**src/ctrl_src_pkg.sv**
```systemverilog
package ctrl_src_pkg;

   // ----------------------------------------------------------------
   // Register map (word offsets on the plain register port)
   // ----------------------------------------------------------------
   localparam logic [3:0] ADDR_SETTING = 4'h0;
   localparam logic [3:0] ADDR_STATUS = 4'h1;

   // ----------------------------------------------------------------
   // Setting register fields
   // ----------------------------------------------------------------
   localparam int BIT_LOCAL_HMI = 0;
   localparam int BIT_REMOTE_HMI = 1;
   localparam int BIT_REMOTE_TERM = 2;
   localparam int BIT_THREE_WIRE = 3;
   localparam int BIT_BUMPLESS = 4;
   localparam int BIT_DIRECT = 5;
   localparam int BIT_TERM_STOP_INH = 6;
   localparam int BIT_PANEL_STOP_INH = 7;
   localparam int BIT_OVERLOAD = 8;
   localparam int SETTING_W = 9;
   localparam logic [SETTING_W-1:0] SETTING_RST = 9'h000;

   // ----------------------------------------------------------------
   // Status register fields
   // ----------------------------------------------------------------
   localparam int STAT_CHAN_LO = 0;
   localparam int STAT_REMOTE = 2;
   localparam int STAT_FALLBACK = 3;
   localparam int STAT_OUT1 = 4;
   localparam int STAT_OUT2 = 5;
   localparam int STAT_HOLD = 6;

   typedef enum logic [1:0] {
      CHAN_TERM = 2'h0,
      CHAN_PANEL = 2'h1,
      CHAN_NET = 2'h2
   } chan_type;

   // One command channel: run forward, run reverse, stop, comm good
   typedef struct packed {
      logic run1;
      logic run2;
      logic stop;
      logic link_ok;
   } cmd_type;

endpackage

```
**src/cmd_filter.sv**
```systemverilog
`timescale 1ns/1ps
// Reduces one channel's request to accepted run/stop under wiring mode
module cmd_filter (
   input wire logic i_active,
   input wire logic i_three_wire,
   input wire logic i_stop_inh,
   input wire ctrl_src_pkg::cmd_type i_cmd,
   output logic o_run1,
   output logic o_run2,
   output logic o_stop,
   output logic o_level
);
   wire run_ok = i_active;
   wire stop_ok = i_active && !(i_three_wire && i_stop_inh);
   assign o_run1 = run_ok && i_cmd.run1;
   assign o_run2 = run_ok && i_cmd.run2;
   assign o_stop = stop_ok && i_cmd.stop;
   // 2-wire: outputs follow run levels; 3-wire: run pulses latch
   assign o_level = !i_three_wire;
endmodule

```
**src/control_source_selector.sv**
```systemverilog
`timescale 1ns/1ps
// Summary of operation
// - Exactly one commanding channel among terminal, panel and network.
// - Local source uses terminal or panel per setting; never network.
// - Remote source is network unless operator unit present, then setting chooses.
// - Selector inactive gives local; active follows unit, remote if unit absent.
// - Network commands always use 2-wire semantics.
// - In 3-wire mode stop can be inhibited for terminal and panel.
// - In 2-wire mode stops from non-commanding channels are ignored.
// - Run commands from non-commanding channels are ignored.
// - Only one source drives the outputs at a time.
// - Terminal commanding: terminal start/stop drive outputs, others ignored.
// - Panel commanding: panel start/stop drive outputs, others ignored.
// - Network commanding: network drives outputs; panel writes rejected.
// - Bump transfer opens both outputs until next valid command, except overload.
// - Bumpless transfer keeps outputs until next valid command.
// - Remote to local: bump stops, 3-wire bumpless runs, 2-wire needs run input.
// - Local to remote leaves motor unchanged, then follows the remote channel's commands.
// - Enter fallback on loss of commanding link, leave on restore.
// - Fallback entry is bumpless when direct-transition bit is set.
// - Fallback exit uses transfer mode together with direct-transition bit.
// - Transfer-mode bit set selects bumpless, clear selects bump.
// - Terminal is default commanding channel after reset with selector inactive.
module control_source_selector (
   input wire logic i_clk_sys,
   input wire logic i_rst,
   input wire logic [3:0] i_addr,
   input wire logic [15:0] i_wdata,
   input wire logic i_wr,
   input wire logic i_rd,
   output logic [15:0] o_rdata,
   input wire logic i_selector,
   input wire logic i_unit_present,
   input wire logic i_unit_remote,
   input wire ctrl_src_pkg::cmd_type i_term_cmd,
   input wire ctrl_src_pkg::cmd_type i_panel_cmd,
   input wire ctrl_src_pkg::cmd_type i_net_cmd,
   input wire logic i_panel_wr_req,
   output logic o_panel_wr_ok,
   output logic o_out1,
   output logic o_out2
);
   // ----------------------------------------------------------------
   // Pin synchronisers
   // ----------------------------------------------------------------
   localparam int SYNC_W = 15;
   logic [SYNC_W-1:0] sync1_r;
   logic [SYNC_W-1:0] sync2_r;
   wire [SYNC_W-1:0] pins = {i_selector, i_unit_present, i_unit_remote,
                             i_term_cmd, i_panel_cmd, i_net_cmd};
   always_ff @(posedge i_clk_sys) begin
      if (i_rst) begin
         sync1_r <= '0;
         sync2_r <= '0;
      end else begin
         sync1_r <= pins;
         sync2_r <= sync1_r;
      end
   end
   wire sel_s = sync2_r[14];
   wire unit_s = sync2_r[13];
   wire unit_rem_s = sync2_r[12];
   ctrl_src_pkg::cmd_type term_s;
   ctrl_src_pkg::cmd_type panel_s;
   ctrl_src_pkg::cmd_type net_s;
   assign term_s = sync2_r[11:8];
   assign panel_s = sync2_r[7:4];
   assign net_s = sync2_r[3:0];

   // ----------------------------------------------------------------
   // Setting register
   // ----------------------------------------------------------------
   logic [ctrl_src_pkg::SETTING_W-1:0] setting_r;
   always_ff @(posedge i_clk_sys) begin
      if (i_rst) begin
         setting_r <= ctrl_src_pkg::SETTING_RST;
      end else if (i_wr && i_addr == ctrl_src_pkg::ADDR_SETTING) begin
         setting_r <= i_wdata[ctrl_src_pkg::SETTING_W-1:0];
      end
   end
   wire bumpless = setting_r[ctrl_src_pkg::BIT_BUMPLESS];
   wire direct = setting_r[ctrl_src_pkg::BIT_DIRECT];
   wire three_wire = setting_r[ctrl_src_pkg::BIT_THREE_WIRE];
   wire overload = setting_r[ctrl_src_pkg::BIT_OVERLOAD];

   // ----------------------------------------------------------------
   // Source and channel resolution
   // ----------------------------------------------------------------
   wire remote = sel_s && unit_s && unit_rem_s || sel_s && !unit_s;
   ctrl_src_pkg::chan_type local_chan;
   ctrl_src_pkg::chan_type remote_chan;
   ctrl_src_pkg::chan_type chan;
   assign local_chan = setting_r[ctrl_src_pkg::BIT_LOCAL_HMI] ?
      ctrl_src_pkg::CHAN_PANEL : ctrl_src_pkg::CHAN_TERM;
   assign remote_chan = !unit_s ? ctrl_src_pkg::CHAN_NET :
      setting_r[ctrl_src_pkg::BIT_REMOTE_TERM] ? ctrl_src_pkg::CHAN_TERM :
      setting_r[ctrl_src_pkg::BIT_REMOTE_HMI] ? ctrl_src_pkg::CHAN_PANEL :
      ctrl_src_pkg::CHAN_NET;
   assign chan = remote ? remote_chan : local_chan;

   // Panel writes are refused while the network commands
   assign o_panel_wr_ok = i_panel_wr_req && chan != ctrl_src_pkg::CHAN_NET;

   // ----------------------------------------------------------------
   // Per-channel command filters
   // ----------------------------------------------------------------
   logic [2:0] f_run1;
   logic [2:0] f_run2;
   logic [2:0] f_stop;
   logic [2:0] f_level;
   wire [2:0] act = {chan == ctrl_src_pkg::CHAN_NET,
                     chan == ctrl_src_pkg::CHAN_PANEL,
                     chan == ctrl_src_pkg::CHAN_TERM};
   cmd_filter u_term (
      .i_active(act[0]),
      .i_three_wire(three_wire),
      .i_stop_inh(setting_r[ctrl_src_pkg::BIT_TERM_STOP_INH]),
      .i_cmd(term_s),
      .o_run1(f_run1[0]),
      .o_run2(f_run2[0]),
      .o_stop(f_stop[0]),
      .o_level(f_level[0])
   );
   cmd_filter u_panel (
      .i_active(act[1]),
      .i_three_wire(three_wire),
      .i_stop_inh(setting_r[ctrl_src_pkg::BIT_PANEL_STOP_INH]),
      .i_cmd(panel_s),
      .o_run1(f_run1[1]),
      .o_run2(f_run2[1]),
      .o_stop(f_stop[1]),
      .o_level(f_level[1])
   );
   cmd_filter u_net (
      .i_active(act[2]),
      .i_three_wire(1'b0),
      .i_stop_inh(1'b0),
      .i_cmd(net_s),
      .o_run1(f_run1[2]),
      .o_run2(f_run2[2]),
      .o_stop(f_stop[2]),
      .o_level(f_level[2])
   );

   wire run1 = |f_run1;
   wire run2 = |f_run2;
   wire stop = |f_stop;
   wire level = |(f_level & act);
   wire link_ok = chan == ctrl_src_pkg::CHAN_NET ? net_s.link_ok :
                  chan == ctrl_src_pkg::CHAN_PANEL ? panel_s.link_ok : 1'b1;

   // ----------------------------------------------------------------
   // Transfer detection
   // ----------------------------------------------------------------
   ctrl_src_pkg::chan_type chan_r;
   logic remote_r;
   logic fallback_r;
   logic hold_r;
   logic out1_r;
   logic out2_r;
   wire chan_chg = chan != chan_r;
   wire to_local = remote_r && !remote;
   // Remote-to-local is a transfer even when the channel stays the same
   wire src_chg = chan_chg || to_local;
   wire fb_enter = !fallback_r && !link_ok;
   wire fb_exit = fallback_r && link_ok;
   // Fallback entry with direct bit is bumpless; otherwise per transfer mode
   wire enter_bump = !(direct || bumpless);
   // Exit bump only when both settings ask for it
   wire exit_bump = !bumpless && !direct;
   // Remote-to-local in 2-wire bumpless drops unless a run input is held
   wire rl_drop = to_local && bumpless && level && !(run1 || run2);
   wire bump_evt = !overload && (
      (src_chg && !bumpless && !(remote && !remote_r)) ||
      (fb_enter && enter_bump) || (fb_exit && exit_bump) || rl_drop);
   wire valid_cmd = run1 || run2 || stop;

   // ----------------------------------------------------------------
   // Output state
   // ----------------------------------------------------------------
   wire lvl_out1 = run1 && !stop;
   wire lvl_out2 = run2 && !stop && !run1;
   wire cmd_o1_nxt = level ? lvl_out1 : (stop ? 1'b0 : (run1 ? 1'b1 : out1_r));
   wire cmd_o2_nxt = level ? lvl_out2 :
                     (stop ? 1'b0 : (run2 && !run1 ? 1'b1 : (run1 ? 1'b0 : out2_r)));
   wire hold_nxt = src_chg ? 1'b1 : (valid_cmd ? 1'b0 : hold_r);
   // Hold applies on the transfer cycle itself, else 2-wire levels drop early
   wire holding = (hold_r || src_chg) && !valid_cmd;
   wire out1_nxt = bump_evt ? 1'b0 : (holding ? out1_r : cmd_o1_nxt);
   wire out2_nxt = bump_evt ? 1'b0 : (holding ? out2_r : cmd_o2_nxt);

   always_ff @(posedge i_clk_sys) begin
      if (i_rst) begin
         chan_r <= ctrl_src_pkg::CHAN_TERM;
         remote_r <= 1'b0;
         fallback_r <= 1'b0;
         hold_r <= 1'b0;
         out1_r <= 1'b0;
         out2_r <= 1'b0;
      end else begin
         chan_r <= chan;
         remote_r <= remote;
         fallback_r <= fb_enter ? 1'b1 : (fb_exit ? 1'b0 : fallback_r);
         hold_r <= hold_nxt;
         out1_r <= out1_nxt;
         out2_r <= out2_nxt;
      end
   end
   assign o_out1 = out1_r;
   assign o_out2 = out2_r;

   // ----------------------------------------------------------------
   // Read port
   // ----------------------------------------------------------------
   wire [15:0] status = {9'h000, hold_r, out2_r, out1_r, fallback_r, remote_r,
                         chan_r};
   wire [15:0] rd_sel = i_addr == ctrl_src_pkg::ADDR_SETTING ?
                        {7'h00, setting_r} :
                        (i_addr == ctrl_src_pkg::ADDR_STATUS ? status : 16'h0000);
   always_ff @(posedge i_clk_sys) begin
      if (i_rst) begin
         o_rdata <= 16'h0000;
      end else begin
         o_rdata <= i_rd ? rd_sel : 16'h0000;
      end
   end

   // ----------------------------------------------------------------
   // Checks
   // ----------------------------------------------------------------
   never_net_local_a: assert property (@(posedge i_clk_sys) disable iff (i_rst)
      !remote |-> chan != ctrl_src_pkg::CHAN_NET) else $error("network local");
   remote_net_a: assert property (@(posedge i_clk_sys) disable iff (i_rst)
      remote && !unit_s |-> chan == ctrl_src_pkg::CHAN_NET) else $error("remote chan");
   one_hot_a: assert property (@(posedge i_clk_sys) disable iff (i_rst)
      $onehot(act)) else $error("channel not unique");
   ignore_run_a: assert property (@(posedge i_clk_sys) disable iff (i_rst)
      !act[2] |-> !f_run1[2] && !f_run2[2]) else $error("foreign run");
   panel_wr_a: assert property (@(posedge i_clk_sys) disable iff (i_rst)
      act[2] |-> !o_panel_wr_ok) else $error("panel write taken");
   bump_open_a: assert property (@(posedge i_clk_sys) disable iff (i_rst)
      bump_evt |=> !o_out1 && !o_out2) else $error("bump kept outputs");
   bumpless_hold_a: assert property (@(posedge i_clk_sys) disable iff (i_rst)
      chan_chg && bumpless && !valid_cmd && !fb_enter && !fb_exit && !rl_drop
      |=> o_out1 == $past(out1_r) && o_out2 == $past(out2_r))
      else $error("bumpless changed outputs");
   fallback_a: assert property (@(posedge i_clk_sys) disable iff (i_rst)
      !link_ok |=> fallback_r) else $error("no fallback");
   net_two_wire_a: assert property (@(posedge i_clk_sys) disable iff (i_rst)
      act[2] |-> level) else $error("network not 2-wire");

   // ----------------------------------------------------------------
   // Transfer checks
   // ----------------------------------------------------------------
   bump_mode_a: assert property (@(posedge i_clk_sys) disable iff (i_rst)
      src_chg && !bumpless && !overload && !(remote && !remote_r) |-> bump_evt)
      else $error("bump mode did not bump");
   bumpless_mode_a: assert property (@(posedge i_clk_sys) disable iff (i_rst)
      chan_chg && bumpless && !fb_enter && !fb_exit && !rl_drop |-> !bump_evt)
      else $error("bumpless mode bumped");
   to_remote_a: assert property (@(posedge i_clk_sys) disable iff (i_rst)
      remote && !remote_r && !fb_enter && !fb_exit |-> !bump_evt)
      else $error("local to remote bumped");
   fb_direct_a: assert property (@(posedge i_clk_sys) disable iff (i_rst)
      fb_enter && direct && !src_chg |-> !bump_evt)
      else $error("direct fallback entry bumped");
   fb_exit_bump_a: assert property (@(posedge i_clk_sys) disable iff (i_rst)
      fb_exit && !bumpless && !direct && !overload |-> bump_evt)
      else $error("fallback exit did not bump");
   fb_exit_keep_a: assert property (@(posedge i_clk_sys) disable iff (i_rst)
      fb_exit && (bumpless || direct) && !src_chg |-> !bump_evt)
      else $error("fallback exit bumped");
   overload_keep_a: assert property (@(posedge i_clk_sys) disable iff (i_rst)
      overload |-> !bump_evt)
      else $error("overload mode bumped");
   hold_set_a: assert property (@(posedge i_clk_sys) disable iff (i_rst)
      src_chg |=> hold_r)
      else $error("hold not set on transfer");
   hold_keep_a: assert property (@(posedge i_clk_sys) disable iff (i_rst)
      hold_r && !valid_cmd && !bump_evt |=> o_out1 == $past(out1_r) && o_out2 == $past(out2_r))
      else $error("held outputs moved");
   rl_two_wire_a: assert property (@(posedge i_clk_sys) disable iff (i_rst)
      rl_drop && !overload |=> !o_out1 && !o_out2)
      else $error("2-wire transfer kept outputs");
   rl_three_wire_a: assert property (@(posedge i_clk_sys) disable iff (i_rst)
      to_local && bumpless && !level && !valid_cmd && !fb_enter && !fb_exit
      |=> o_out1 == $past(out1_r) && o_out2 == $past(out2_r))
      else $error("3-wire transfer stopped motor");
   rl_bump_a: assert property (@(posedge i_clk_sys) disable iff (i_rst)
      to_local && !bumpless && !overload |=> !o_out1 && !o_out2)
      else $error("remote to local bump kept outputs");

   // ----------------------------------------------------------------
   // Source resolution checks
   // ----------------------------------------------------------------
   local_term_a: assert property (@(posedge i_clk_sys) disable iff (i_rst)
      !remote && !setting_r[ctrl_src_pkg::BIT_LOCAL_HMI] |-> chan == ctrl_src_pkg::CHAN_TERM)
      else $error("local terminal not chosen");
   local_panel_a: assert property (@(posedge i_clk_sys) disable iff (i_rst)
      !remote && setting_r[ctrl_src_pkg::BIT_LOCAL_HMI] |-> chan == ctrl_src_pkg::CHAN_PANEL)
      else $error("local panel not chosen");
   sel_local_a: assert property (@(posedge i_clk_sys) disable iff (i_rst)
      !sel_s |-> !remote)
      else $error("selector off gave remote");
   unit_local_a: assert property (@(posedge i_clk_sys) disable iff (i_rst)
      sel_s && unit_s && !unit_rem_s |-> !remote)
      else $error("unit local gave remote");
   unit_remote_a: assert property (@(posedge i_clk_sys) disable iff (i_rst)
      sel_s && (!unit_s || unit_rem_s) |-> remote)
      else $error("remote not taken");
   remote_term_a: assert property (@(posedge i_clk_sys) disable iff (i_rst)
      remote && unit_s && setting_r[ctrl_src_pkg::BIT_REMOTE_TERM]
      |-> chan == ctrl_src_pkg::CHAN_TERM) else $error("remote terminal not chosen");

   // ----------------------------------------------------------------
   // Command filter checks
   // ----------------------------------------------------------------
   term_stop_a: assert property (@(posedge i_clk_sys) disable iff (i_rst)
      !act[0] |-> !f_stop[0])
      else $error("foreign terminal stop");
   panel_stop_a: assert property (@(posedge i_clk_sys) disable iff (i_rst)
      !act[1] |-> !f_stop[1])
      else $error("foreign panel stop");
   net_stop_a: assert property (@(posedge i_clk_sys) disable iff (i_rst)
      !act[2] |-> !f_stop[2])
      else $error("foreign network stop");
   term_inhibit_a: assert property (@(posedge i_clk_sys) disable iff (i_rst)
      act[0] && three_wire && setting_r[ctrl_src_pkg::BIT_TERM_STOP_INH] |-> !f_stop[0])
      else $error("terminal stop not inhibited");
   panel_inhibit_a: assert property (@(posedge i_clk_sys) disable iff (i_rst)
      act[1] && three_wire && setting_r[ctrl_src_pkg::BIT_PANEL_STOP_INH] |-> !f_stop[1])
      else $error("panel stop not inhibited");
   term_only_a: assert property (@(posedge i_clk_sys) disable iff (i_rst)
      act[0] |-> !f_run1[1] && !f_run2[1] && !f_run1[2] && !f_run2[2])
      else $error("start taken beside terminal");
   panel_only_a: assert property (@(posedge i_clk_sys) disable iff (i_rst)
      act[1] |-> !f_run1[0] && !f_run2[0] && !f_run1[2] && !f_run2[2])
      else $error("start taken beside panel");
   net_stop_take_a: assert property (@(posedge i_clk_sys) disable iff (i_rst)
      act[2] && net_s.stop |-> stop)
      else $error("network stop lost");
   panel_wr_pass_a: assert property (@(posedge i_clk_sys) disable iff (i_rst)
      !act[2] |-> o_panel_wr_ok == i_panel_wr_req)
      else $error("panel write wrongly refused");

   // ----------------------------------------------------------------
   // Fallback and timing checks
   // ----------------------------------------------------------------
   fb_leave_a: assert property (@(posedge i_clk_sys) disable iff (i_rst)
      fb_exit |=> !fallback_r)
      else $error("fallback not left");
   chan_track_a: assert property (@(posedge i_clk_sys) disable iff (i_rst)
      1'b1 |=> chan_r == $past(chan))
      else $error("channel history lags");
endmodule

```
**config.mk**
```make
export PLATFORM = sky130hd
export DESIGN_NAME = control_source_selector
export DESIGN_NICKNAME = d
export VERILOG_FILES = /design/src/ctrl_src_pkg.sv /design/src/cmd_filter.sv /design/src/control_source_selector.sv
export SDC_FILE = /design/constraint.sdc
export NUM_CORES = 1
export LEC_CHECK = 0
export BUFFER_PORTS_ARGS = -buffer_cell sky130_fd_sc_hd__buf_2
export CAP_MARGIN = 10
export CORE_ASPECT_RATIO = 1.25
export CORE_UTILIZATION = 45
export CTS_CLUSTER_DIAMETER = 80
export CTS_CLUSTER_SIZE = 25
export DETAILED_ROUTE_END_ITERATION = 16
export MAX_ROUTING_LAYER = met4
export PLACE_DENSITY = 0.74
export SLEW_MARGIN = 20
export SYNTH_ARGS = -nofsm -noshare
export SYNTH_HDL_FRONTEND = slang
export SYNTH_SLANG_ARGS = --single-unit
```
**constraint.sdc**
```tcl
create_clock -name i_clk_sys -period 2.4 [get_ports i_clk_sys]
set_clock_uncertainty 0.15 [all_clocks]
set_input_delay 0.36 -clock i_clk_sys [delete_from_list [all_inputs] [get_ports i_clk_sys]]
set_output_delay 0.36 -clock i_clk_sys [all_outputs]
set_load 0.02 [all_outputs]
```
======== Word level (Yosys, flattened, before mapping) ========
Cells that the tools add are included.
W data, S select, Z words.
storage, ports and cells
  register bits after elaboration ......... 62
  latch bits .............................. 0
  memory bits (writable) .................. 0
  memory bits (read-only) ................. 0
  input port bits ......................... 40
  output and inout bits ................... 19
  word-level logic and storage cells ...... 116
  memories ................................ 0
operators by class
  add/subtract/negate cells ............... 0
  multiply operators ...................... 0
  div/mod/pow operators ................... 0
  $lt $le $gt $ge ......................... 0
  eq/ne operators ......................... 5
  shifts and indexed selects .............. 0
  muxes and demuxes ....................... 20
  bitwise gates (word level) .............. 3
  reductions and logical operators ........ 77
operator list
  operator              count
  $logic_and A1 B1 Y1   36
  $logic_not A1 Y1      17
  $reduce_or A3 Y1      5
  $mux W1               14
  $logic_or A1 B1 Y1    9
  $mux W9               1
  $mux W2               4
  $mux W7               1
  $eq A4 B1 Y1 const B  1
  $logic_not A4 Y1      1
  $reduce_and A2 Y1     2
  $reduce_bool A2 Y1    2
  $reduce_bool A4 Y1    1
  $reduce_or A2 Y1      2
  $and A3 B3 Y3         1
  $reduce_bool A3 Y1    1
  $eq A2 B1 Y1 const B  1
  $eq A2 B2 Y1 const B  1
  $logic_not A2 Y1      1
  $ne A2 B2 Y1          1
  $ne A2 B2 Y1 const B  1
  $not A1 Y1            2

======== Logic depth before layout (Yosys ltp) ========
Gate-level depths: netlist of the first run.
  depth after elaboration ................. 15
  mapped depth ............................ 13
  depth with buffers taken out ............ 13

======== Hierarchy ========
A second synthesis of the first run with hierarchy kept.
second synthesis, totals
  cell total of the unflattened synthesis .. 209
  area, all modules ....................... 2099.5 sq um
modules (own cells, without submodules)
  module                   times used  cells each  area an instance (sq um)
  control_source_selector  1           194         2005.7
  cmd_filter               3           5           31.3

======== Worst setup path before layout of the first run ========
Ideal clock, no wire load.
  path kind ............................... reg2reg
  start point ............................. reg sync2_r[12]
  end point ............................... reg out2_r, in the netlist o_out2
  setup time .............................. 0.079 ns
  arrival time ............................ 2.179 ns
  setup slack ............................. -0.008 ns
  stages on the path, launching flop included .. 14
  buffers on the path ..................... 0
  period minus slack after synthesis ...... 2.408 ns
  cells stage by stage .................... dfxtp_1 > nand2b_2 > nand2_4 > a22oi_4 > o22a_2 > inv_1 > ha_1 > nor2_1 > nor2_1 > nor2_1 > inv_1 > o41a_1 > a211o_1 > a211oi_2
between the ends
  word-level cells in the longest chain between the ends .. 14
RTL lines
  element                              RTL line                        source
  start, declared                      control_source_selector.sv:48   logic [SYNC_W-1:0] sync2_r;
  start signal, assigned               control_source_selector.sv:57   sync2_r <= sync1_r;
  $logic_and A1 B1 Y1 *                control_source_selector.sv:89   wire remote = sel_s && unit_s && unit_rem_s || sel_s && !unit_s;
  $logic_or A1 B1 Y1 *                 control_source_selector.sv:89
  $mux W2 *                            control_source_selector.sv:99   assign chan = remote ? remote_chan : local_chan;
  $eq A2 B1 Y1                         control_source_selector.sv:150  chan == ctrl_src_pkg::CHAN_PANEL ? panel_s.link_ok : 1'b1;
  $mux W1                              control_source_selector.sv:150
  $mux W1 *                            control_source_selector.sv:149  wire link_ok = chan == ctrl_src_pkg::CHAN_NET ? net_s.link_ok :
  $logic_not A1 Y1 *                   control_source_selector.sv:165  wire fb_enter = !fallback_r && !link_ok;
  $logic_and A1 B1 Y1 *                control_source_selector.sv:165
  via fb_enter                         control_source_selector.sv:165
  $logic_and A1 B1 Y1 *                control_source_selector.sv:175  (fb_enter && enter_bump) || (fb_exit && exit_bump) || rl_drop);
  $logic_or A1 B1 Y1 *                 control_source_selector.sv:174  (src_chg && !bumpless && !(remote && !remote_r)) ||
  $logic_or A1 B1 Y1 * (2 in series)   control_source_selector.sv:175
  $logic_and A1 B1 Y1 *                control_source_selector.sv:173  wire bump_evt = !overload && (
  $reduce_or A2 Y1 (no source line) *  --
  end signal, assigned                 control_source_selector.sv:206  out2_r <= out2_nxt;
  end, declared                        control_source_selector.sv:160  logic out2_r;
The timed path passes the listed nets; every way through them passes the cells marked *.
A chain may end at the register's enable or synchronous reset.

======== Worst setup path in the final report of the first run ========
  start point ............................. reg sync2_r[13]
  end point ............................... reg out2_r, in the netlist o_out2
between the ends
  word-level cells in the longest chain between the ends .. 15
RTL lines
  element                                                         RTL line
  $logic_and A1 B1 Y1 / $logic_not A1 Y1 (equally long branches)  --
  $logic_and A1 B1 Y1                                             control_source_selector.sv:89
  $logic_or A1 B1 Y1                                              control_source_selector.sv:89
  $mux W2 *                                                       control_source_selector.sv:99
  $eq A2 B1 Y1                                                    control_source_selector.sv:150
  $mux W1                                                         control_source_selector.sv:150
  $mux W1 *                                                       control_source_selector.sv:149
  $logic_not A1 Y1 *                                              control_source_selector.sv:165
  $logic_and A1 B1 Y1 *                                           control_source_selector.sv:165
  via fb_enter                                                    control_source_selector.sv:165
  $logic_and A1 B1 Y1 *                                           control_source_selector.sv:175
  $logic_or A1 B1 Y1 *                                            control_source_selector.sv:174
  $logic_or A1 B1 Y1 * (2 in series)                              control_source_selector.sv:175
  $logic_and A1 B1 Y1 *                                           control_source_selector.sv:173
  $reduce_or A2 Y1 (no source line) *                             --
Marked as above.

==> flow_summary.toml, run 1 <==
[cells_and_area]
multi_input_comb_area_sq_um = 936
final_common_cell = "dfxtp_1"
area_growth_pct = 26.6
final_cells = 307
regArea_sq_um = 1070
nFillCells = 372
postLayoutCellArea_sq_um = 2510
drive_above_1_share_pct = 36.3
layout_common_cells = "dfxtp_1 (48), buf_2 (43), nor2b_1 (28)"
nNetsFinal = 292
diodes = 0

[global_route]
grt_pass1_vias = 1289
grt_overflow = 0
antenna_found_initial = 0
track_usage_pct = 17.1
grt_pass1_wl_mm = 5.78
grt_max_degree = 36

[critical_path]
cp_common_cell = "nor2_2"
arrival_ns = 2.48
r2r_cells = 12
critPathCaptureType = "flop"
cp_cell_sequence = "and3_4 -> a22oi_4 -> o22a_2 -> inv_2 -> ha_4 -> nor2_4 -> nor2_2 -> nor2_2 -> inv_1 -> o41a_1 -> a211o_1 -> a211oi_2"
critPathSlowestCell = "dfxtp_4"
cp_max_fo = 4
start_kind = "flop"
rrSetupSlack_ns = -0.01
slowest_delay_ns = 0.37
rr_startpoint = "sync2_r[13]"
r2r-end = "o_out2"
crit_buf_inv = 2
worstSetupPathType = "flop to flop"
path_delay_family = "compound AO/OA/AOI/OAI gates"
required_ns = 2.47

[power]
peakVddDrop_mv = 0.430
total_leakage_power_nw = 1.14
p_per_area_nw_per_um2 = 611

[timing]
fin_ws_ns = -0.0112
rsz0062_at_grt = "true"
maxSlewHeadroom_pct = 58.3
period_needed_ns = 2.41
hold_viol = 0
worst_slew_pin_slew_ns = 0.624
hold_ws_ns = 0.114
slew_viol_final = 0
setup_viol = 1
max_clock_freq_mhz = 415
period_share_pct = 100

[floorplanning]
core_area_sq_um = 4160
start_util_pct = 47.7
die_w_um = 61.4
io_pins = 59
rows = 26
dieArea_sq_um = 4680
die_h_um = 76.3

[clocking]
clkSinkCount = 53
clkLatencyLatePin_ns = 0.30
cts_buffers = 5
htreeDepth = 2
clock_path_buffers = 2
path_clk_slew_ns = 0.09
cts_tree = "yes"
cts-root-buf = "clkbuf_8"
hold_buffers = 0

[hold_path]
min_path_type = "input pin to flop"
hold_depth = 2
holdPathEnd = "sync1_r[14]"
min_from = "i_selector"

[place]
routabilityCongestion = 0.856
placed_area_sq_um = 2310
io_buffers = 43
post-place-cells = 295
dpl.hpwl_mm = 2.54

[logic_synthesis]
synth-main-ff-cell = "dfxtp_1"
yosysUniqueCellTypes = 39
yosysSeqAreaShare_pct = 53.4
ys_async_sr_fraction_pct = 0
ys_warn_count = 0
syn_avg_cell_area_sq_um = 10.4
ys_seq_elements = 53
synth_edf_count = 0
synth.cell_area_sq_um = 1990
postSynthCellCount = 191

[routing]
antenna_left = 0
dr.pass1.iters = 4
routedWlPerCell_um = 11.5
drcViolationCount = 0
num_vias = 1469
routed_via_density = 4.79
wirelength_mm = 3.53
drtIter0Drc = 63

[flow_run]
cap_viol_max_count = 0

[status]
status = "finished with violations"
violations = "negative setup slack"
-- worst max-delay path by stage --
stage,startpoint,endpoint,slack [ns],cells past startpoint
floorplan,sync2_r[14],o_out2,0.01,11
global placement,sync2_r[14],o_out2,-0.07,11
detailed placement,sync2_r[14],o_out2,-0.17,11
CTS,sync2_r[13],o_out2,0.002,12
global route,sync2_r[13],o_out2,-0.12,12
finish,sync2_r[13],o_out2,-0.01,12
-- synth_stat cells, types with 3 or more instances --
cell type	number	area, sq um
nand2_1	6	22.5
inv_1	3	11.3
mux2i_1	17	170
buf_4	7	52.6
nor2b_1	29	181
dfxtp_1	53	1060
and2_1	4	25.0
clkbuf_1	6	22.5
nor2_1	25	93.8
a21oi_1	4	20.0
-- state kept, by name, summed over array words and instances (netlist names) --
signal,flops
o_rdata,9
remote_r,1
chan_r,2
hold_r,1
sync2_r,14
sync1_r,14
o_out2,1
o_out1,1
fallback_r,1
setting_r,9
-- logic make-up after synthesis --
logic type               synth area share [%]
adder cells (fa/ha/maj)                  1.26
flip-flops                               53.4
XOR/XNOR                                0.882
AO/OA/AOI/OAI                            10.0
multiplexers                             8.57
other                                   0.189
buffers and inverters                    4.35
AND/OR/NAND/NOR                          21.3
-- layout make-up --
cell class,count,area share (%)
clock buffers,6,2.89
clock inverters,2,0.548
inverters,3,0.448
multi-input cells,128,37.2
flip-flops and latches,53,42.8
well taps,56,2.79
repair buffers,59,13.3
-- routing by layer --
layer | share of wire, % | vias to the layer above | GRT usage [%]
met5 | 0 | - | -
met4 | 1.2 | 0 | 6.22
met3 | 6.3 | 4 | 4.24
met2 | 53 | 61 | 28.6
met1 | 39 | 662 | 19.1
li1 | - | 742 | -
-- worst register-to-register path, cell delays in order (launching register included) --
cell and delay (ns):
dfxtp_4 0.37, and3_4 0.19, a22oi_4 0.17, o22a_2 0.20
inv_2 0.05, ha_4 0.16, nor2_4 0.08, nor2_2 0.04
nor2_2 0.10, inv_1 0.06, o41a_1 0.30, a211o_1 0.31
a211oi_2 0.16
-- metrics by stage --
stage	power, W	setup TNS, ns	utilization [%]	setup WS [ns]
final	0.00154	-0.0112	60.4	-0.0112
after global routing	0.00162	-0.180	60.4	-0.118
after CTS	0.00155	0	59.6	0.00242
after detailed placement	0.00107	-0.221	55.6	-0.165
after global placement	0.00107	-0.0686	55.6	-0.0686
after floorplan	0.00103	0	-	0.0127
-- power by group --
group | leakage, nW | internal [W] | switching [W] | total, W
Clock | 0.0456 | 0.000208 | 0.000266 | 0.000474
Combinational | 0.658 | 0.0000730 | 0.0000730 | 0.000146
Sequential | 0.437 | 0.000904 | 0.0000123 | 0.000917
-- repair_timing --
item	in CTS	in global routing
resized for setup	15	8
endpoints found under the setup margin	2	2
hold endpoints to repair	0	0
pin swaps	6	2
buffers inserted	4	0
(Power assumes the default switching activity.)
==> run 2: changes to the inputs <==
--- a/config.mk
+++ b/config.mk
@@ -5,6 +5,7 @@
 export SDC_FILE = /design/constraint.sdc
 export NUM_CORES = 1
 export LEC_CHECK = 0
+export ABC_AREA = 1
 export BUFFER_PORTS_ARGS = -buffer_cell sky130_fd_sc_hd__buf_2
 export CAP_MARGIN = 10
 export CORE_ASPECT_RATIO = 1.25
@@ -13,8 +14,9 @@
 export CTS_CLUSTER_SIZE = 25
 export DETAILED_ROUTE_END_ITERATION = 16
 export MAX_ROUTING_LAYER = met4
-export PLACE_DENSITY = 0.74
+export PLACE_DENSITY = 0.73
 export SLEW_MARGIN = 20
 export SYNTH_ARGS = -nofsm -noshare
 export SYNTH_HDL_FRONTEND = slang
 export SYNTH_SLANG_ARGS = --single-unit
+export TNS_END_PERCENT = 30
==> run 2 against run 1 <==
  * The flow now finishes without violations
  * Cell area decreased by 2.1%
  * Utilization fell by 5.2 points
  * Sequential share of layout area increased by 0.35 points
  * Total power increased by 5.1%
  * Fmax up 22%
  * Critical path type unchanged
  * Critical endpoint unchanged
==> flow_summary.toml, run 2 <==
[logic_synthesis]
ys_seq_elements = 53
netlist.area_leader.share_pct = 50.1
yosysSeqAreaShare_pct = 50.1
syn_avg_cell_area_sq_um = 8.09
synth-main-ff-cell = "dfxtp_1"
postSynthCellCount = 262
synth_area_leader_cell = "dfxtp_1"
synth.cell_area_sq_um = 2120
yosysUniqueCellTypes = 27
synth_edf_count = 0
synth.top_cells.by_count = "dfxtp_1 (53), inv_1 (50), nor2_1 (41)"
synth_most_common_cell = "dfxtp_1"
ys_warn_count = 0
synth_area_leaders = "dfxtp_1 (50%), inv_1 (8.9%), nor2_1 (7.3%)"
ys_async_sr_fraction_pct = 0

[critical_path]
critPathCaptureType = "flop"
cp_common_cell = "nor2_1"
required_ns = 2.45
start_kind = "flop"
cp_cell_sequence = "o21ai_1 -> nand2_4 -> o22ai_1 -> ha_1 -> nor2_1 -> nor2_1 -> nor2_1 -> a21oi_1 -> nand2_1 -> nand2_1 -> nor2_1"
crit_buf_inv = 0
critPathSlowestCell = "dfxtp_1"
slowest_delay_ns = 0.34
arrival_ns = 2.02
path_delay_family = "compound AO/OA/AOI/OAI gates"
worstSetupPathType = "flop to flop"
cp_max_fo = 7

[floorplanning]
start_util_pct = 47.5
core_area_sq_um = 4460
die_w_um = 63.4
die_h_um = 78.7
dieArea_sq_um = 4990
rows = 27
io_pins = 59

[status]
status = "finished, final reports clean"

[cells_and_area]
postLayoutCellArea_sq_um = 2460
drive_above_1_share_pct = 26.3
largest_registers = "sync1_r: 14 flops, sync2_r: 14 flops"
area_growth_pct = 16.1
layout_common_cells = "dfxtp_1 (53), inv_1 (50), buf_2 (43)"
diodes = 0
final_common_cell = "dfxtp_1"
nNetsFinal = 349

[timing]
slew_viol_final = 0
maxSlewHeadroom_pct = 66.3
setup_viol = 0
period_needed_ns = 1.97
period_share_pct = 82.0
rsz0062_at_grt = "false"
hold_ws_ns = 0.100
worst_slew_pin_slew_ns = 0.504
max_clock_freq_mhz = 508
hold_viol = 0
final.setup.tns_ns = 0

[global_route]
antenna_found_initial = 0
grt_overflow = 0
grt_pass1_wl_mm = 5.86
grt_pass1_vias = 1388
grt_max_degree = 32
track_usage_pct = 15.4

[clocking]
cts_buffers = 5
cts_setup_buffers = 0
clkLatencyLatePin_ns = 0.30
htreeDepth = 2
cts_tree = "yes"
cts-root-buf = "clkbuf_8"
path_clk_slew_ns = 0.09
clock_path_buffers = 2
hold_buffers = 0
clkSinkCount = 53
cts-resized-gates = 0

[routing]
drtIter0Drc = 44
routed.top_layer = "met4"
num_vias = 1603
drcViolationCount = 0
routedWlPerCell_um = 9.02
wirelength_mm = 3.30
antenna_left = 0
dr_wl_met2_mm = 1.56
dr.pass1.iters = 6
wl_met1_mm = 1.47
routed_via_density = 4.38
met3WireLength_um = 194

[place]
placed_area_sq_um = 2360
dpl.hpwl_mm = 2.45
routabilityCongestion = 0.816
io_buffers = 43

[hold_path]
min_path_type = "input pin to flop"

[power]
p_per_area_nw_per_um2 = 656
peakVddDrop_mv = 0.372
total_leakage_power_nw = 1.18

[flow_run]
cap_viol_max_count = 0
run 2: power by group:
part           internal [W]  switching, W
sequential         0.000914     0.0000158
clock              0.000234      0.000275
combinational     0.0000694      0.000106
total               0.00122      0.000397
run 2: worst min-delay path, stage by stage:
cell    delay, ns
buf_2        0.09
inv_1        0.04
nor2_1       0.03
run 2: path summary, 6_finish.rpt:
| kind | from | end | slack, ns | cells past startpoint |
|---|---|---|---|---|
| worst max register to register | setting_r[1] | o_out2 | 0.43 | 11 |
| worst min register to register | sync1_r[6] | sync2_r[6] | 0.25 | 2 |
| worst min-delay path | i_term_cmd[1] | sync1_r[9] | 0.10 | 3 |
| worst max-delay path | setting_r[1] | o_out2 | 0.43 | 11 |
run 2: stage by stage:
stage	utilization [%]	total power, W	setup slack (ns)	cells
2_1_floorplan	-	0.00109	0.643	268
3_3_place_gp	53.0	0.00112	0.453	358
3_5_place_dp	53.0	0.00113	0.441	358
4_1_cts	55.2	0.00163	0.415	366
5_1_grt	55.2	0.00169	0.213	366
6_report	55.2	0.00161	0.431	366
run 2: logic make-up after synthesis:
logic type	after synthesis	synth area share, %
other	1	0.177
DFF	53	50.1
buffers and inverters	65	13.0
and+or+nand+nor	105	26.6
AOI/OAI and AO/OA	36	8.97
adders and majority gates	2	1.18
run 2: layer usage:
metal | vias up | track usage [%]
met1 | 683 | 17.4
li1 | 866 | -
met4 | 0 | 8.18
met2 | 46 | 25.4
met5 | - | -
met3 | 8 | 3.45
run 2: area by class of cell:
type,instances,area (sq um)
Inverter,53,204
Fill cell,446,2000
Clock inverter,2,13.8
Tap cell,58,72.6
Multi-Input combinational cell,150,805
Clock buffer,6,82.6
Timing Repair Buffer,44,223
Sequential cell,53,1060
==> run 3: changes to the inputs <==
--- a/config.mk
+++ b/config.mk
@@ -5,7 +5,7 @@
 export SDC_FILE = /design/constraint.sdc
 export NUM_CORES = 1
 export LEC_CHECK = 0
-export ABC_AREA = 1
+export ABC_AREA = 0
 export BUFFER_PORTS_ARGS = -buffer_cell sky130_fd_sc_hd__buf_2
 export CAP_MARGIN = 10
 export CORE_ASPECT_RATIO = 1.25
@@ -14,7 +14,7 @@
 export CTS_CLUSTER_SIZE = 25
 export DETAILED_ROUTE_END_ITERATION = 16
 export MAX_ROUTING_LAYER = met4
-export PLACE_DENSITY = 0.73
+export PLACE_DENSITY = 0.71
 export SLEW_MARGIN = 20
 export SYNTH_ARGS = -nofsm -noshare
 export SYNTH_HDL_FRONTEND = slang
==> constraint.sdc (replaced) <==
create_clock -name i_clk_sys -period 1.9 [get_ports i_clk_sys]
set_clock_uncertainty 0.15 [all_clocks]
set_input_delay 0.285 -clock i_clk_sys [delete_from_list [all_inputs] [get_ports i_clk_sys]]
set_output_delay 0.285 -clock i_clk_sys [all_outputs]
set_load 0.02 [all_outputs]
==> run 3 against run 2 <==
  * The run now ends with negative setup slack left
  * Critical path depth is the same
  * Flip-flop and latch count is the same
  * Sequential power is 25% higher
  * First-iteration DRC count down 14%
  * Count of clock-buffer cells in the layout is the same
  * Total power is 27% higher
  * Cell area grew 2.9%
  * Utilization up 5.6 points
  * Global-route usage increased by 3.2 points
  * Fmax shrank 17%
  * Worst hold slack got worse by 0.068 ns
  * Die area shrank 6.1%
  * Critical path type unchanged
==> flow_summary.toml, run 3 (synthesized netlist as in run 1, its figures left out) <==
[status]
status = "finished with violations"
violations = "negative setup slack"

[power]
total_leakage_power_nw = 1.15
swShare_pct = 22.9
power_w = 0.00204
pwr-share-clk_pct = 34.3
p_seq_share_pct = 56.8
peakVddDrop_mv = 0.453
p_sw_w = 0.000467
p_comb_share_pct = 8.9
p_int_w = 0.00158
p_per_area_nw_per_um2 = 807

[clocking]
hold_buffers = 0
htreeDepth = 2
clkLatencyLatePin_ns = 0.30
path_clk_slew_ns = 0.09
cts_setup_buffers = 0
cts-root-buf = "clkbuf_8"
cts_tree = "yes"
clkSinkCount = 53
clock_path_buffers = 2
cts_buffers = 5

[critical_path]
critPathCaptureType = "flop"
cp_max_fo = 6
rrSetupSlack_ns = -0.48
slowest_delay_ns = 0.40
crit_buf_inv = 1
critPathSlowestCell = "dfxtp_4"
path_delay_family = "compound AO/OA/AOI/OAI gates"
arrival_ns = 2.46
required_ns = 1.98
cp_cell_sequence = "and3_4 -> a22oi_4 -> o22a_2 -> ha_2 -> nor2_4 -> nor2_1 -> nor2_2 -> inv_1 -> o41a_1 -> a211o_1 -> a211oi_2"
start_kind = "flop"
worstSetupPathType = "flop to flop"

[place]
io_buffers = 43
placed_area_sq_um = 2370
post-place-cells = 301
dpl.hpwl_mm = 2.82
routabilityCongestion = 0.906

[global_route]
grt_max_degree = 39
grt_pass1_wl_mm = 6.10
grt_overflow = 0
track_usage_pct = 18.7
grt_pass1_vias = 1426
antenna_found_initial = 0

[floorplanning]
dieArea_sq_um = 4680
die_w_um = 61.4
die_h_um = 76.3
rows = 26
core_area_sq_um = 4160
start_util_pct = 47.7
io_pins = 59

[cells_and_area]
final_common_cell = "dfxtp_1"
layout_common_cells = "dfxtp_1 (48), buf_2 (43), nor2b_1 (28)"
final_util_pct = 60.8
area_growth_pct = 27.5
diodes = 0
largest_registers = "sync1_r: 14 flops, sync2_r: 14 flops"
nFillCells = 394
postLayoutCellArea_sq_um = 2530
drive_above_1_share_pct = 36.8
final_cells = 309
nNetsFinal = 294

[routing]
drcViolationCount = 0
wirelength_mm = 3.80
routed_via_density = 4.73
antenna_left = 0
dr.pass1.iters = 4
routedWlPerCell_um = 12.3
num_vias = 1461
drtIter0Drc = 38

[timing]
hold_ws_ns = 0.0325
slew_viol_final = 0
fin_ws_ns = -0.477
max_clock_freq_mhz = 421
hold_viol = 0
setup_viol = 3
period_needed_ns = 2.38
period_share_pct = 125
rsz0062_at_grt = "true"

[flow_run]
cap_viol_max_count = 0

[hold_path]
min_path_type = "input pin to flop"
[run 3: timing repair]
action	in CTS	in global routing
resized for setup	7	7
endpoints found under the setup margin	3	4
pin swaps	1	0
[run 3: layer usage]
| metal | part of all wire, % | GRT usage (%) | routed length (um) | vias up |
|---|---|---|---|---|
| li1 | - | - | - | 748 |
| met4 | 2.5 | 9.11 | 96 | 0 |
| met1 | 38 | 17.5 | 1450 | 658 |
| met3 | 4.4 | 6.62 | 168 | 10 |
| met2 | 55 | 32.3 | 2080 | 45 |
| met5 | 0 | - | 0 | - |
[run 3: metrics by stage]
step | worst slack, ns | TNS (ns)
final | -0.477 | -1.03
after global placement | -0.398 | -0.850
after floorplan | -0.363 | -0.691
after CTS | -0.485 | -1.08
after global routing | -0.560 | -1.31
after detailed placement | -0.474 | -1.00
[run 3: cell type report]
cell class	count	area, sq um	area share, %
Clock buffer	6	93.8	3.71
Clock inverter	2	16.3	0.642
Inverter	3	11.3	0.445
Multi-Input combinational cell	128	916	36.2
Sequential cell	53	1070	42.4
Tap cell	56	70.1	2.77
Timing Repair Buffer	61	350	13.8
[run 3: power groups by stage]
| stage | combinational [W] | sequential [W] | clock (W) |
|---|---|---|---|
| after floorplan | 0.000117 | 0.00119 | 0 |
| after global placement | 0.000170 | 0.00119 | 0 |
| after detailed placement | 0.000173 | 0.00119 | 0 |
| after CTS | 0.000178 | 0.00116 | 0.000718 |
| after global routing | 0.000200 | 0.00116 | 0.000785 |
| final | 0.000182 | 0.00116 | 0.000700 |
[run 3: worst paths after layout]
kind	from	cells after the start	end
setup / recovery	sync2_r[14]	11	o_out2
hold / removal	i_term_cmd[3]	2	sync1_r[11]
setup reg to reg	sync2_r[14]	11	o_out2
hold reg to reg	sync1_r[14]	1	sync2_r[14]
